$ cat src/logic/itw_map.svh
// register map, field positions, reset values and timing figures of the interval timer
// assumes inclusion by the top module only
`ifndef ITW_MAP_SVH
`define ITW_MAP_SVH
`define ITW_ADDR_COUNT_CTRL 8'hEC
`define ITW_ADDR_WDT_CMP 8'hF0
`define ITW_ADDR_IRQ_STATUS 8'hF4
`define ITW_ADDR_IRQ_CLEAR 8'hF8
`define ITW_ADDR_IRQ_ENABLE 8'hFC
`define ITW_BIT_INT_CLEAR 3
`define ITW_BIT_WDT_CLEAR 7
`define ITW_IRQ_INTERVAL 0
`define ITW_IRQ_WATCHDOG 1
`define ITW_RST_CTRL 6'h00
`define ITW_RST_CMP 8'h00
`define ITW_RST_COUNT 8'h00
`define ITW_PRESC_BASE 11'h008
`define ITW_CLK_PERIOD_NS 20
`define ITW_WDT_RST_PULSE_NS 1000
`endif

$ cat src/logic/itw_pkg.sv
// types shared by the interval timer and watchdog
// assumes the map header beside it for all figures
package itw_pkg;
  typedef struct packed {
    logic rc_source_select;
    logic watchdog_reset_enable;
    logic interval_clear;
    logic [2:0] presc_sel;
  } itw_ctrl_t;
  typedef enum logic [1:0] {
    ITW_W_COLLECT = 2'h1,
    ITW_W_RESP = 2'h2
  } itw_wstate_t;
endpackage

$ cat src/logic/itw_top.sv
// interval timer with watchdog, AXI4-Lite register slave
// assumes inputs synchronous to core_clk; rc_tick is a one-cycle pulse per RC period
//
// Function
// - 8-bit interval counter runs freely; software cannot stop it.
// - interval counter advances on each prescaler pulse, divide 8 to 1024.
// - wrap from FF to 00 sets the interval interrupt flag.
// - control bits 2:0 pick divide 8,16,...,1024 for codes 000..111.
// - rc source bit makes the RC oscillator tick drive the counter.
// - writing interval clear zeroes counter; bit self-clears one cycle later.
// - one address: read gives count, write sets control bits.
// - stop with rc source halts all except RC, interval counter, watchdog.
// - 7-bit watchdog counter requests when equal to compare low seven bits.
// - request with reset enable drives reset low, else sets watchdog flag.
// - writing bit 7 of compare clears watchdog counter; self-clears next cycle.
// - watchdog advances once per interval, period is (compare+1) intervals.
// - reset enable is bit 4, zero after reset.
// - with system clock source watchdog pauses in stop and resumes.
// - with RC source watchdog keeps counting while oscillator stopped.
// - RC timeout follows RC period times interval length times (compare+1).
// - watchdog reset in sub clock mode turns the main oscillator on.
// - watchdog starts counting only after the interval counter is cleared.
`timescale 1ns/1ps
`include "itw_map.svh"
module itw_top #(
  parameter int unsigned CNT_W = 8,
  parameter int unsigned WDT_W = 7
) (
  input wire logic core_clk,
  input wire logic rstn,
  input wire logic stop_mode,
  input wire logic sub_clock_mode,
  input wire logic rc_tick,
  input wire logic [7:0] s_axi_awaddr,
  input wire logic s_axi_awvalid,
  output logic s_axi_awready,
  input wire logic [31:0] s_axi_wdata,
  input wire logic [3:0] s_axi_wstrb,
  input wire logic s_axi_wvalid,
  output logic s_axi_wready,
  output logic [1:0] s_axi_bresp,
  output logic s_axi_bvalid,
  input wire logic s_axi_bready,
  input wire logic [7:0] s_axi_araddr,
  input wire logic s_axi_arvalid,
  output logic s_axi_arready,
  output logic [31:0] s_axi_rdata,
  output logic [1:0] s_axi_rresp,
  output logic s_axi_rvalid,
  input wire logic s_axi_rready,
  output logic irq,
  output logic wdt_reset_n,
  output logic main_osc_on,
  output logic periph_halt
);
  localparam int unsigned RST_CYC = `ITW_WDT_RST_PULSE_NS / `ITW_CLK_PERIOD_NS;
  localparam logic [1:0] RESP_OK = 2'h0;
  localparam logic [1:0] RESP_ERR = 2'h2;

  logic [1:0] rst_sync_ff;
  logic rst_n;
  always_ff @(posedge core_clk or negedge rstn) begin
    if (!rstn) begin
      rst_sync_ff <= 2'h0;
    end else begin
      rst_sync_ff <= {rst_sync_ff[0], 1'b1};
    end
  end
  assign rst_n = rst_sync_ff[1];

  // register bus state
  itw_pkg::itw_wstate_t wstate_ff, nxt_wstate;
  logic aw_have_ff, nxt_aw_have, w_have_ff, nxt_w_have;
  logic [7:0] waddr_ff, nxt_waddr;
  logic [7:0] wdata_ff, nxt_wdata;
  logic wlane_ff, nxt_wlane;
  logic awready_ff, nxt_awready, wready_ff, nxt_wready;
  logic bvalid_ff, nxt_bvalid;
  logic [1:0] bresp_ff, nxt_bresp;
  logic arready_ff, nxt_arready, rvalid_ff, nxt_rvalid;
  logic [31:0] rdata_ff, nxt_rdata;
  logic [1:0] rresp_ff, nxt_rresp;
  logic do_write;
  logic wr_ctrl, wr_cmp, wr_clr, wr_en;

  always_comb begin
    nxt_wstate = wstate_ff;
    nxt_aw_have = aw_have_ff;
    nxt_w_have = w_have_ff;
    nxt_waddr = waddr_ff;
    nxt_wdata = wdata_ff;
    nxt_wlane = wlane_ff;
    nxt_bvalid = bvalid_ff;
    nxt_bresp = bresp_ff;
    do_write = 1'b0;
    if (s_axi_awvalid && awready_ff) begin
      nxt_aw_have = 1'b1;
      nxt_waddr = s_axi_awaddr;
    end
    if (s_axi_wvalid && wready_ff) begin
      nxt_w_have = 1'b1;
      nxt_wdata = s_axi_wdata[7:0];
      nxt_wlane = s_axi_wstrb[0];
    end
    unique case (wstate_ff)
      itw_pkg::ITW_W_COLLECT: begin
        if (aw_have_ff && w_have_ff) begin
          do_write = 1'b1;
          nxt_aw_have = 1'b0;
          nxt_w_have = 1'b0;
          nxt_bvalid = 1'b1;
          nxt_bresp = (waddr_ff == `ITW_ADDR_COUNT_CTRL || waddr_ff == `ITW_ADDR_WDT_CMP ||
                       waddr_ff == `ITW_ADDR_IRQ_STATUS || waddr_ff == `ITW_ADDR_IRQ_CLEAR ||
                       waddr_ff == `ITW_ADDR_IRQ_ENABLE) ? RESP_OK : RESP_ERR;
          nxt_wstate = itw_pkg::ITW_W_RESP;
        end
      end
      itw_pkg::ITW_W_RESP: begin
        if (s_axi_bready) begin
          nxt_bvalid = 1'b0;
          nxt_wstate = itw_pkg::ITW_W_COLLECT;
        end
      end
    endcase
    nxt_awready = (nxt_wstate == itw_pkg::ITW_W_COLLECT) && !nxt_aw_have;
    nxt_wready = (nxt_wstate == itw_pkg::ITW_W_COLLECT) && !nxt_w_have;
  end

  always_ff @(posedge core_clk or negedge rst_n) begin
    if (!rst_n) begin
      wstate_ff <= itw_pkg::ITW_W_COLLECT;
      aw_have_ff <= 1'b0;
      w_have_ff <= 1'b0;
      waddr_ff <= 8'h00;
      wdata_ff <= 8'h00;
      wlane_ff <= 1'b0;
      awready_ff <= 1'b0;
      wready_ff <= 1'b0;
      bvalid_ff <= 1'b0;
      bresp_ff <= 2'h0;
    end else begin
      wstate_ff <= nxt_wstate;
      aw_have_ff <= nxt_aw_have;
      w_have_ff <= nxt_w_have;
      waddr_ff <= nxt_waddr;
      wdata_ff <= nxt_wdata;
      wlane_ff <= nxt_wlane;
      awready_ff <= nxt_awready;
      wready_ff <= nxt_wready;
      bvalid_ff <= nxt_bvalid;
      bresp_ff <= nxt_bresp;
    end
  end

  assign wr_ctrl = do_write && wlane_ff && waddr_ff == `ITW_ADDR_COUNT_CTRL;
  assign wr_cmp = do_write && wlane_ff && waddr_ff == `ITW_ADDR_WDT_CMP;
  assign wr_clr = do_write && wlane_ff && waddr_ff == `ITW_ADDR_IRQ_CLEAR;
  assign wr_en = do_write && wlane_ff && waddr_ff == `ITW_ADDR_IRQ_ENABLE;

  // timer state
  itw_pkg::itw_ctrl_t ctrl_ff, nxt_ctrl;
  logic [9:0] presc_ff, nxt_presc;
  logic [CNT_W-1:0] cnt_ff, nxt_cnt;
  logic [WDT_W-1:0] wdt_ff, nxt_wdt;
  logic [7:0] cmp_ff, nxt_cmp;
  logic armed_ff, nxt_armed;
  logic [1:0] status_ff, nxt_status, en_ff, nxt_en;
  logic [7:0] rst_cnt_ff, nxt_rst_cnt;
  logic irq_ff, wdt_rst_n_ff, osc_on_ff, halt_ff;
  logic [10:0] div_full;
  logic [9:0] div_mask;
  logic sys_tick, tick, ovf, match;
  logic [1:0] ev;

  always_comb begin
    div_full = `ITW_PRESC_BASE << ctrl_ff.presc_sel;
    div_mask = 10'(div_full - 11'h001);
    sys_tick = !stop_mode && ((presc_ff & div_mask) == div_mask);
    tick = ctrl_ff.rc_source_select ? rc_tick : sys_tick;
    ovf = tick && (cnt_ff == {CNT_W{1'b1}});
    match = ovf && armed_ff && (wdt_ff == cmp_ff[WDT_W-1:0]);
    ev = {match && !ctrl_ff.watchdog_reset_enable, ovf};
    nxt_presc = stop_mode ? presc_ff : 10'(presc_ff + 10'h001);
    nxt_cnt = tick ? CNT_W'(cnt_ff + 1'b1) : cnt_ff;
    nxt_wdt = wdt_ff;
    if (match) begin
      nxt_wdt = '0;
    end else if (ovf && armed_ff) begin
      nxt_wdt = WDT_W'(wdt_ff + 1'b1);
    end
    nxt_ctrl = ctrl_ff;
    nxt_ctrl.interval_clear = 1'b0;
    nxt_armed = armed_ff;
    if (wr_ctrl) begin
      nxt_ctrl = itw_pkg::itw_ctrl_t'(wdata_ff[5:0]);
      if (wdata_ff[`ITW_BIT_INT_CLEAR]) begin
        nxt_cnt = '0;
        nxt_presc = 10'h000;
        nxt_armed = 1'b1;
      end
    end
    nxt_cmp = cmp_ff;
    nxt_cmp[`ITW_BIT_WDT_CLEAR] = 1'b0;
    if (wr_cmp) begin
      nxt_cmp = wdata_ff;
      if (wdata_ff[`ITW_BIT_WDT_CLEAR]) begin
        nxt_wdt = '0;
      end
    end
    nxt_en = wr_en ? wdata_ff[1:0] : en_ff;
    // a new event wins over a clear in the same cycle
    nxt_status = (status_ff & ~(wr_clr ? wdata_ff[1:0] : 2'h0)) | ev;
    nxt_rst_cnt = rst_cnt_ff;
    if (match && ctrl_ff.watchdog_reset_enable) begin
      nxt_rst_cnt = 8'(RST_CYC);
    end else if (rst_cnt_ff != 8'h00) begin
      nxt_rst_cnt = 8'(rst_cnt_ff - 8'h01);
    end
  end

  always_ff @(posedge core_clk or negedge rst_n) begin
    if (!rst_n) begin
      ctrl_ff <= itw_pkg::itw_ctrl_t'(`ITW_RST_CTRL);
      presc_ff <= 10'h000;
      cnt_ff <= '0;
      wdt_ff <= '0;
      cmp_ff <= `ITW_RST_CMP;
      armed_ff <= 1'b0;
      status_ff <= 2'h0;
      en_ff <= 2'h0;
      rst_cnt_ff <= 8'h00;
      irq_ff <= 1'b0;
      wdt_rst_n_ff <= 1'b1;
      osc_on_ff <= 1'b0;
      halt_ff <= 1'b0;
    end else begin
      ctrl_ff <= nxt_ctrl;
      presc_ff <= nxt_presc;
      cnt_ff <= nxt_cnt;
      wdt_ff <= nxt_wdt;
      cmp_ff <= nxt_cmp;
      armed_ff <= nxt_armed;
      status_ff <= nxt_status;
      en_ff <= nxt_en;
      rst_cnt_ff <= nxt_rst_cnt;
      irq_ff <= |(status_ff & en_ff);
      wdt_rst_n_ff <= (nxt_rst_cnt == 8'h00);
      osc_on_ff <= match && ctrl_ff.watchdog_reset_enable && sub_clock_mode;
      halt_ff <= stop_mode && ctrl_ff.rc_source_select;
    end
  end

  // read channel
  always_comb begin
    nxt_rvalid = rvalid_ff;
    nxt_rdata = rdata_ff;
    nxt_rresp = rresp_ff;
    if (rvalid_ff && s_axi_rready) begin
      nxt_rvalid = 1'b0;
    end
    if (s_axi_arvalid && arready_ff) begin
      nxt_rvalid = 1'b1;
      nxt_rresp = RESP_OK;
      unique case (s_axi_araddr)
        `ITW_ADDR_COUNT_CTRL: nxt_rdata = {24'h000000, cnt_ff};
        `ITW_ADDR_WDT_CMP: nxt_rdata = {24'h000000, cmp_ff};
        `ITW_ADDR_IRQ_STATUS: nxt_rdata = {30'h00000000, status_ff};
        `ITW_ADDR_IRQ_ENABLE: nxt_rdata = {30'h00000000, en_ff};
        default: begin
          nxt_rdata = 32'h00000000;
          nxt_rresp = (s_axi_araddr == `ITW_ADDR_IRQ_CLEAR) ? RESP_OK : RESP_ERR;
        end
      endcase
    end
    nxt_arready = !nxt_rvalid;
  end

  always_ff @(posedge core_clk or negedge rst_n) begin
    if (!rst_n) begin
      rvalid_ff <= 1'b0;
      rdata_ff <= 32'h00000000;
      rresp_ff <= 2'h0;
      arready_ff <= 1'b0;
    end else begin
      rvalid_ff <= nxt_rvalid;
      rdata_ff <= nxt_rdata;
      rresp_ff <= nxt_rresp;
      arready_ff <= nxt_arready;
    end
  end

  assign s_axi_awready = awready_ff;
  assign s_axi_wready = wready_ff;
  assign s_axi_bvalid = bvalid_ff;
  assign s_axi_bresp = bresp_ff;
  assign s_axi_arready = arready_ff;
  assign s_axi_rvalid = rvalid_ff;
  assign s_axi_rdata = rdata_ff;
  assign s_axi_rresp = rresp_ff;
  assign irq = irq_ff;
  assign wdt_reset_n = wdt_rst_n_ff;
  assign main_osc_on = osc_on_ff;
  assign periph_halt = halt_ff;
endmodule

$ cat config.mk
export PLATFORM = sky130hd
export DESIGN_NAME = itw_top
export DESIGN_NICKNAME = d
export VERILOG_FILES = /design/src/logic/itw_pkg.sv /design/src/logic/itw_top.sv
export VERILOG_INCLUDE_DIRS = /design/src /design/src/logic
export SDC_FILE = /design/constraint.sdc
export NUM_CORES = 1
export LEC_CHECK = 0
export BUFFER_PORTS_ARGS = -buffer_cell sky130_fd_sc_hd__buf_4
export CAP_MARGIN = 20
export CORE_MARGIN = 4
export CORE_UTILIZATION = 49
export DETAILED_ROUTE_END_ITERATION = 10
export PLACE_DENSITY = 0.75
export SLEW_MARGIN = 20
export SYNTH_ARGS = -nofsm -noshare
export SYNTH_HDL_FRONTEND = slang
export SYNTH_SLANG_ARGS = --single-unit
$ cat constraint.sdc
create_clock -name core_clk -period 2.8 [get_ports core_clk]
set_input_delay 0.84 -clock core_clk [delete_from_list [all_inputs] [get_ports core_clk]]
set_output_delay 0.84 -clock core_clk [all_outputs]
set_load 0.01 [all_outputs]
==> flow_summary.yaml <==
yosys:
  ys.warnings.count: 0
  ys_types: 54
  ys_seq_area_frac: 0.5047
  synth-seq-cells: 93
  synth_cells: 436
  dominantRegCellSynth: "dfrtp_1"
  synth_edf_count: 0
  synth_area_um2: 4616
  synthArstFlopShare: 1.000
  syn_avg_cell_area_um2: 10.59
global_routing:
  track_usage: 0.1722
  gr-total-overflow: 0
  antenna_found_initial: 0
  grt_pass1_vias: 3242
  grt_pass1_wl_mm: 15.57
  grt_max_degree: 63
timing:
  hold_violations: 0
  tightest_slew_ps: 519.2
  fmax_ghz: 0.3689
  period_share: 0.9682
  fin_crit_ps: 2711
  fin_skew_ps: 15.89
  whs_ps: 223.9
  finalMaxSlewViolations: 0
  slew_headroom: 0.6531
  worst_slack_ps: 89.13
  setup_violations: 0
drt:
  first_pass_iters: 4
  ant_nets: 0
  wire_per_inst_um: 14.92
  vias: 3299
  drc: 0
  via_per_inst: 5.295
  wl_mm: 9.296
  drtIter0Drc: 130
critical_path:
  critical_path.startpoint: "ctrl_ff[2]"
  slowest_delay_ps: 480
  critical-path-top-delay-family: "compound AO/OA/AOI/OAI gates"
  arrival_ps: 2980
  crit_fanout: 6
  worstSetupPathType: "reg -> reg"
  worstSetupEndpointType: "flip-flop"
  crit_required_ps: 3070
  crit_buf_inv: 1
  path_cells: "or3_1 > ha_1 > o21bai_1 > a311oi_2 > o2111ai_4 > a2111oi_2 > buf_4 > a21o_1 > nor2_1"
  crit_slowest_cell: "a2111oi_2"
  start_kind: "flip-flop"
  regToRegStartpoint: "ctrl_ff[2]"
place:
  gp_congestion: 0.8518
  io_buffers: 53
  hpwl_mm: 6.919
  preCtsSetupSlack_ps: 83.54
cells_and_area:
  drive_above_1_share: 0.2520
  antenna_cells: 0
  fin_util: 0.5816
  nets: 575
  final.fill_count: 779
  mostFrequentLayoutCells: "dfrtp_1 (90), buf_4 (68), nor2_1 (50)"
  syn_to_final_growth_pct: 15.89
  final_common_cell: "dfrtp_1"
clocking:
  clk_pin_slew_ps: 110
  numCtsBuffers: 9
  clock-root-buffer: "clkbuf_8"
  hold_buffers: 0
  clock_latency_ps: 370
  cts_sinks: 93
  clk_path_buf_depth: 2
  h-tree-depth: 3
  cts_tree: "yes"
floorplan:
  fp.dieW_um: 105.1
  die-area_um2: 11040
  design.core.area_um2: 9196
  io_pins: 107
  num_rows: 35
  die_h_um: 105.1
  start_util: 0.5019
min_path:
  hold_class: "in -> async"
run:
  drv_cap: 0
power_and_ir_drop:
  p_leak_nw: 2.464
  vdd_drop_max_mv: 0.4432
  pwr_density_cell_nw_per_um2: 650.0
status:
  status: "completed"
-- registers in the layout, summed over array words and instances (netlist names), 2 cells and up --
name and cells:
rst_cnt_ff 8, cmp_ff 8, rst_sync_ff 2, cnt_ff 8, wdata_ff 8, s_axi_rdata 8, presc_ff 10, waddr_ff 8
wdt_ff 7, en_ff 2, status_ff 2, ctrl_ff 5, wstate_ff 2
-- synthesized netlist by cell type (4+ instances only) --
| master | instances | area share |
|---|---|---|
| buf_4 | 28 | 0.046 |
| nor2b_1 | 12 | 0.016 |
| o21ai_0 | 12 | 0.013 |
| nand2b_1 | 4 | 0.0054 |
| ha_1 | 6 | 0.016 |
| a21o_1 | 6 | 0.0098 |
| inv_1 | 10 | 0.0081 |
| or3_1 | 4 | 0.0054 |
| xor2_1 | 9 | 0.017 |
| a22oi_1 | 6 | 0.0098 |
| a21oi_1 | 12 | 0.013 |
| dfrtp_1 | 91 | 0.49 |
| nor3_1 | 6 | 0.0065 |
| nand3b_1 | 4 | 0.0065 |
| nand3_1 | 14 | 0.015 |
| mux2_2 | 30 | 0.073 |
| nand4_1 | 5 | 0.0068 |
| nor2_1 | 50 | 0.041 |
| mux2i_1 | 6 | 0.013 |
| a211oi_1 | 7 | 0.011 |
| and2_1 | 8 | 0.011 |
| nand2_1 | 37 | 0.030 |
| xnor2_1 | 25 | 0.047 |
-- report_power, final --
part	internal, mW	switching, mW	total [mW]
Sequential	1.62	0.273	1.89
Clock	0.343	0.512	0.856
Combinational	0.391	0.340	0.731
Total	2.35	1.13	3.48
-- cell families (layout without fill, tap and decap cells) --
group	after synthesis	count (layout)	share of synthesized area
AND/OR/NAND/NOR	159	159	0.1702
flip-flops	93	93	0.5047
AO/OA/AOI/OAI	61	61	0.09461
buffers and inverters	45	96	0.06180
multiplexers	36	36	0.08620
XOR/XNOR	34	34	0.06452
adder cells (fa/ha/maj)	6	6	0.01626
other	2	27	0.001627
-- worst paths after layout --
path	to	slack (ps)	cells past startpoint
worst max register to register	rst_cnt_ff[2]	90	9
min in group core_clk	rst_sync_ff[1]	380	0
worst min register to register	wdata_ff[0]	260	0
max in group asynchronous	wdt_reset_n	1830	1
worst max-delay path	rst_cnt_ff[2]	90	9
worst min-delay path	rst_sync_ff[0]	220	1
-- cell type report --
| class | instances | area [um^2] | area share |
|---|---|---|---|
| clock buffers | 9 | 123.9 | 0.02316 |
| clock inverters | 7 | 62.56 | 0.01170 |
| flip-flops and latches | 93 | 2333 | 0.4363 |
| multi-input cells | 323 | 2111 | 0.3946 |
| inverters | 10 | 37.54 | 0.007018 |
| well taps | 111 | 138.9 | 0.02596 |
| repair buffers | 70 | 541.8 | 0.1013 |
-- per-layer routing --
metal | GRT usage | wire, um
met5 | 0 | 0
met3 | 0.03953 | 529
met4 | 0.05342 | 97
met2 | 0.2782 | 4509
met1 | 0.2311 | 4160
-- worst register-to-register path, stage by stage (launching register included) --
cell	delay (ps)
dfrtp_1	390
or3_1	420
ha_1	300
o21bai_1	70
a311oi_2	310
o2111ai_4	230
a2111oi_2	490
buf_4	210
a21o_1	140
nor2_1	60
-- metrics by stage --
stage,power (mW),TNS (ps),cell area (um^2),instances
2_1_floorplan,2.377,0,4710,461
3_3_place_gp,2.573,0,5135,606
3_5_place_dp,2.638,0,5135,606
4_1_cts,3.493,0,5321,622
5_1_grt,3.681,-16.59,5349,623
6_report,3.477,0,5349,623
-- timing repair --
item,4_1_cts,5_1_grt
setup buffers,0,1
resized for setup,0,3
endpoints found under the setup margin,0,1
Power figures use the tool's default switching activity.
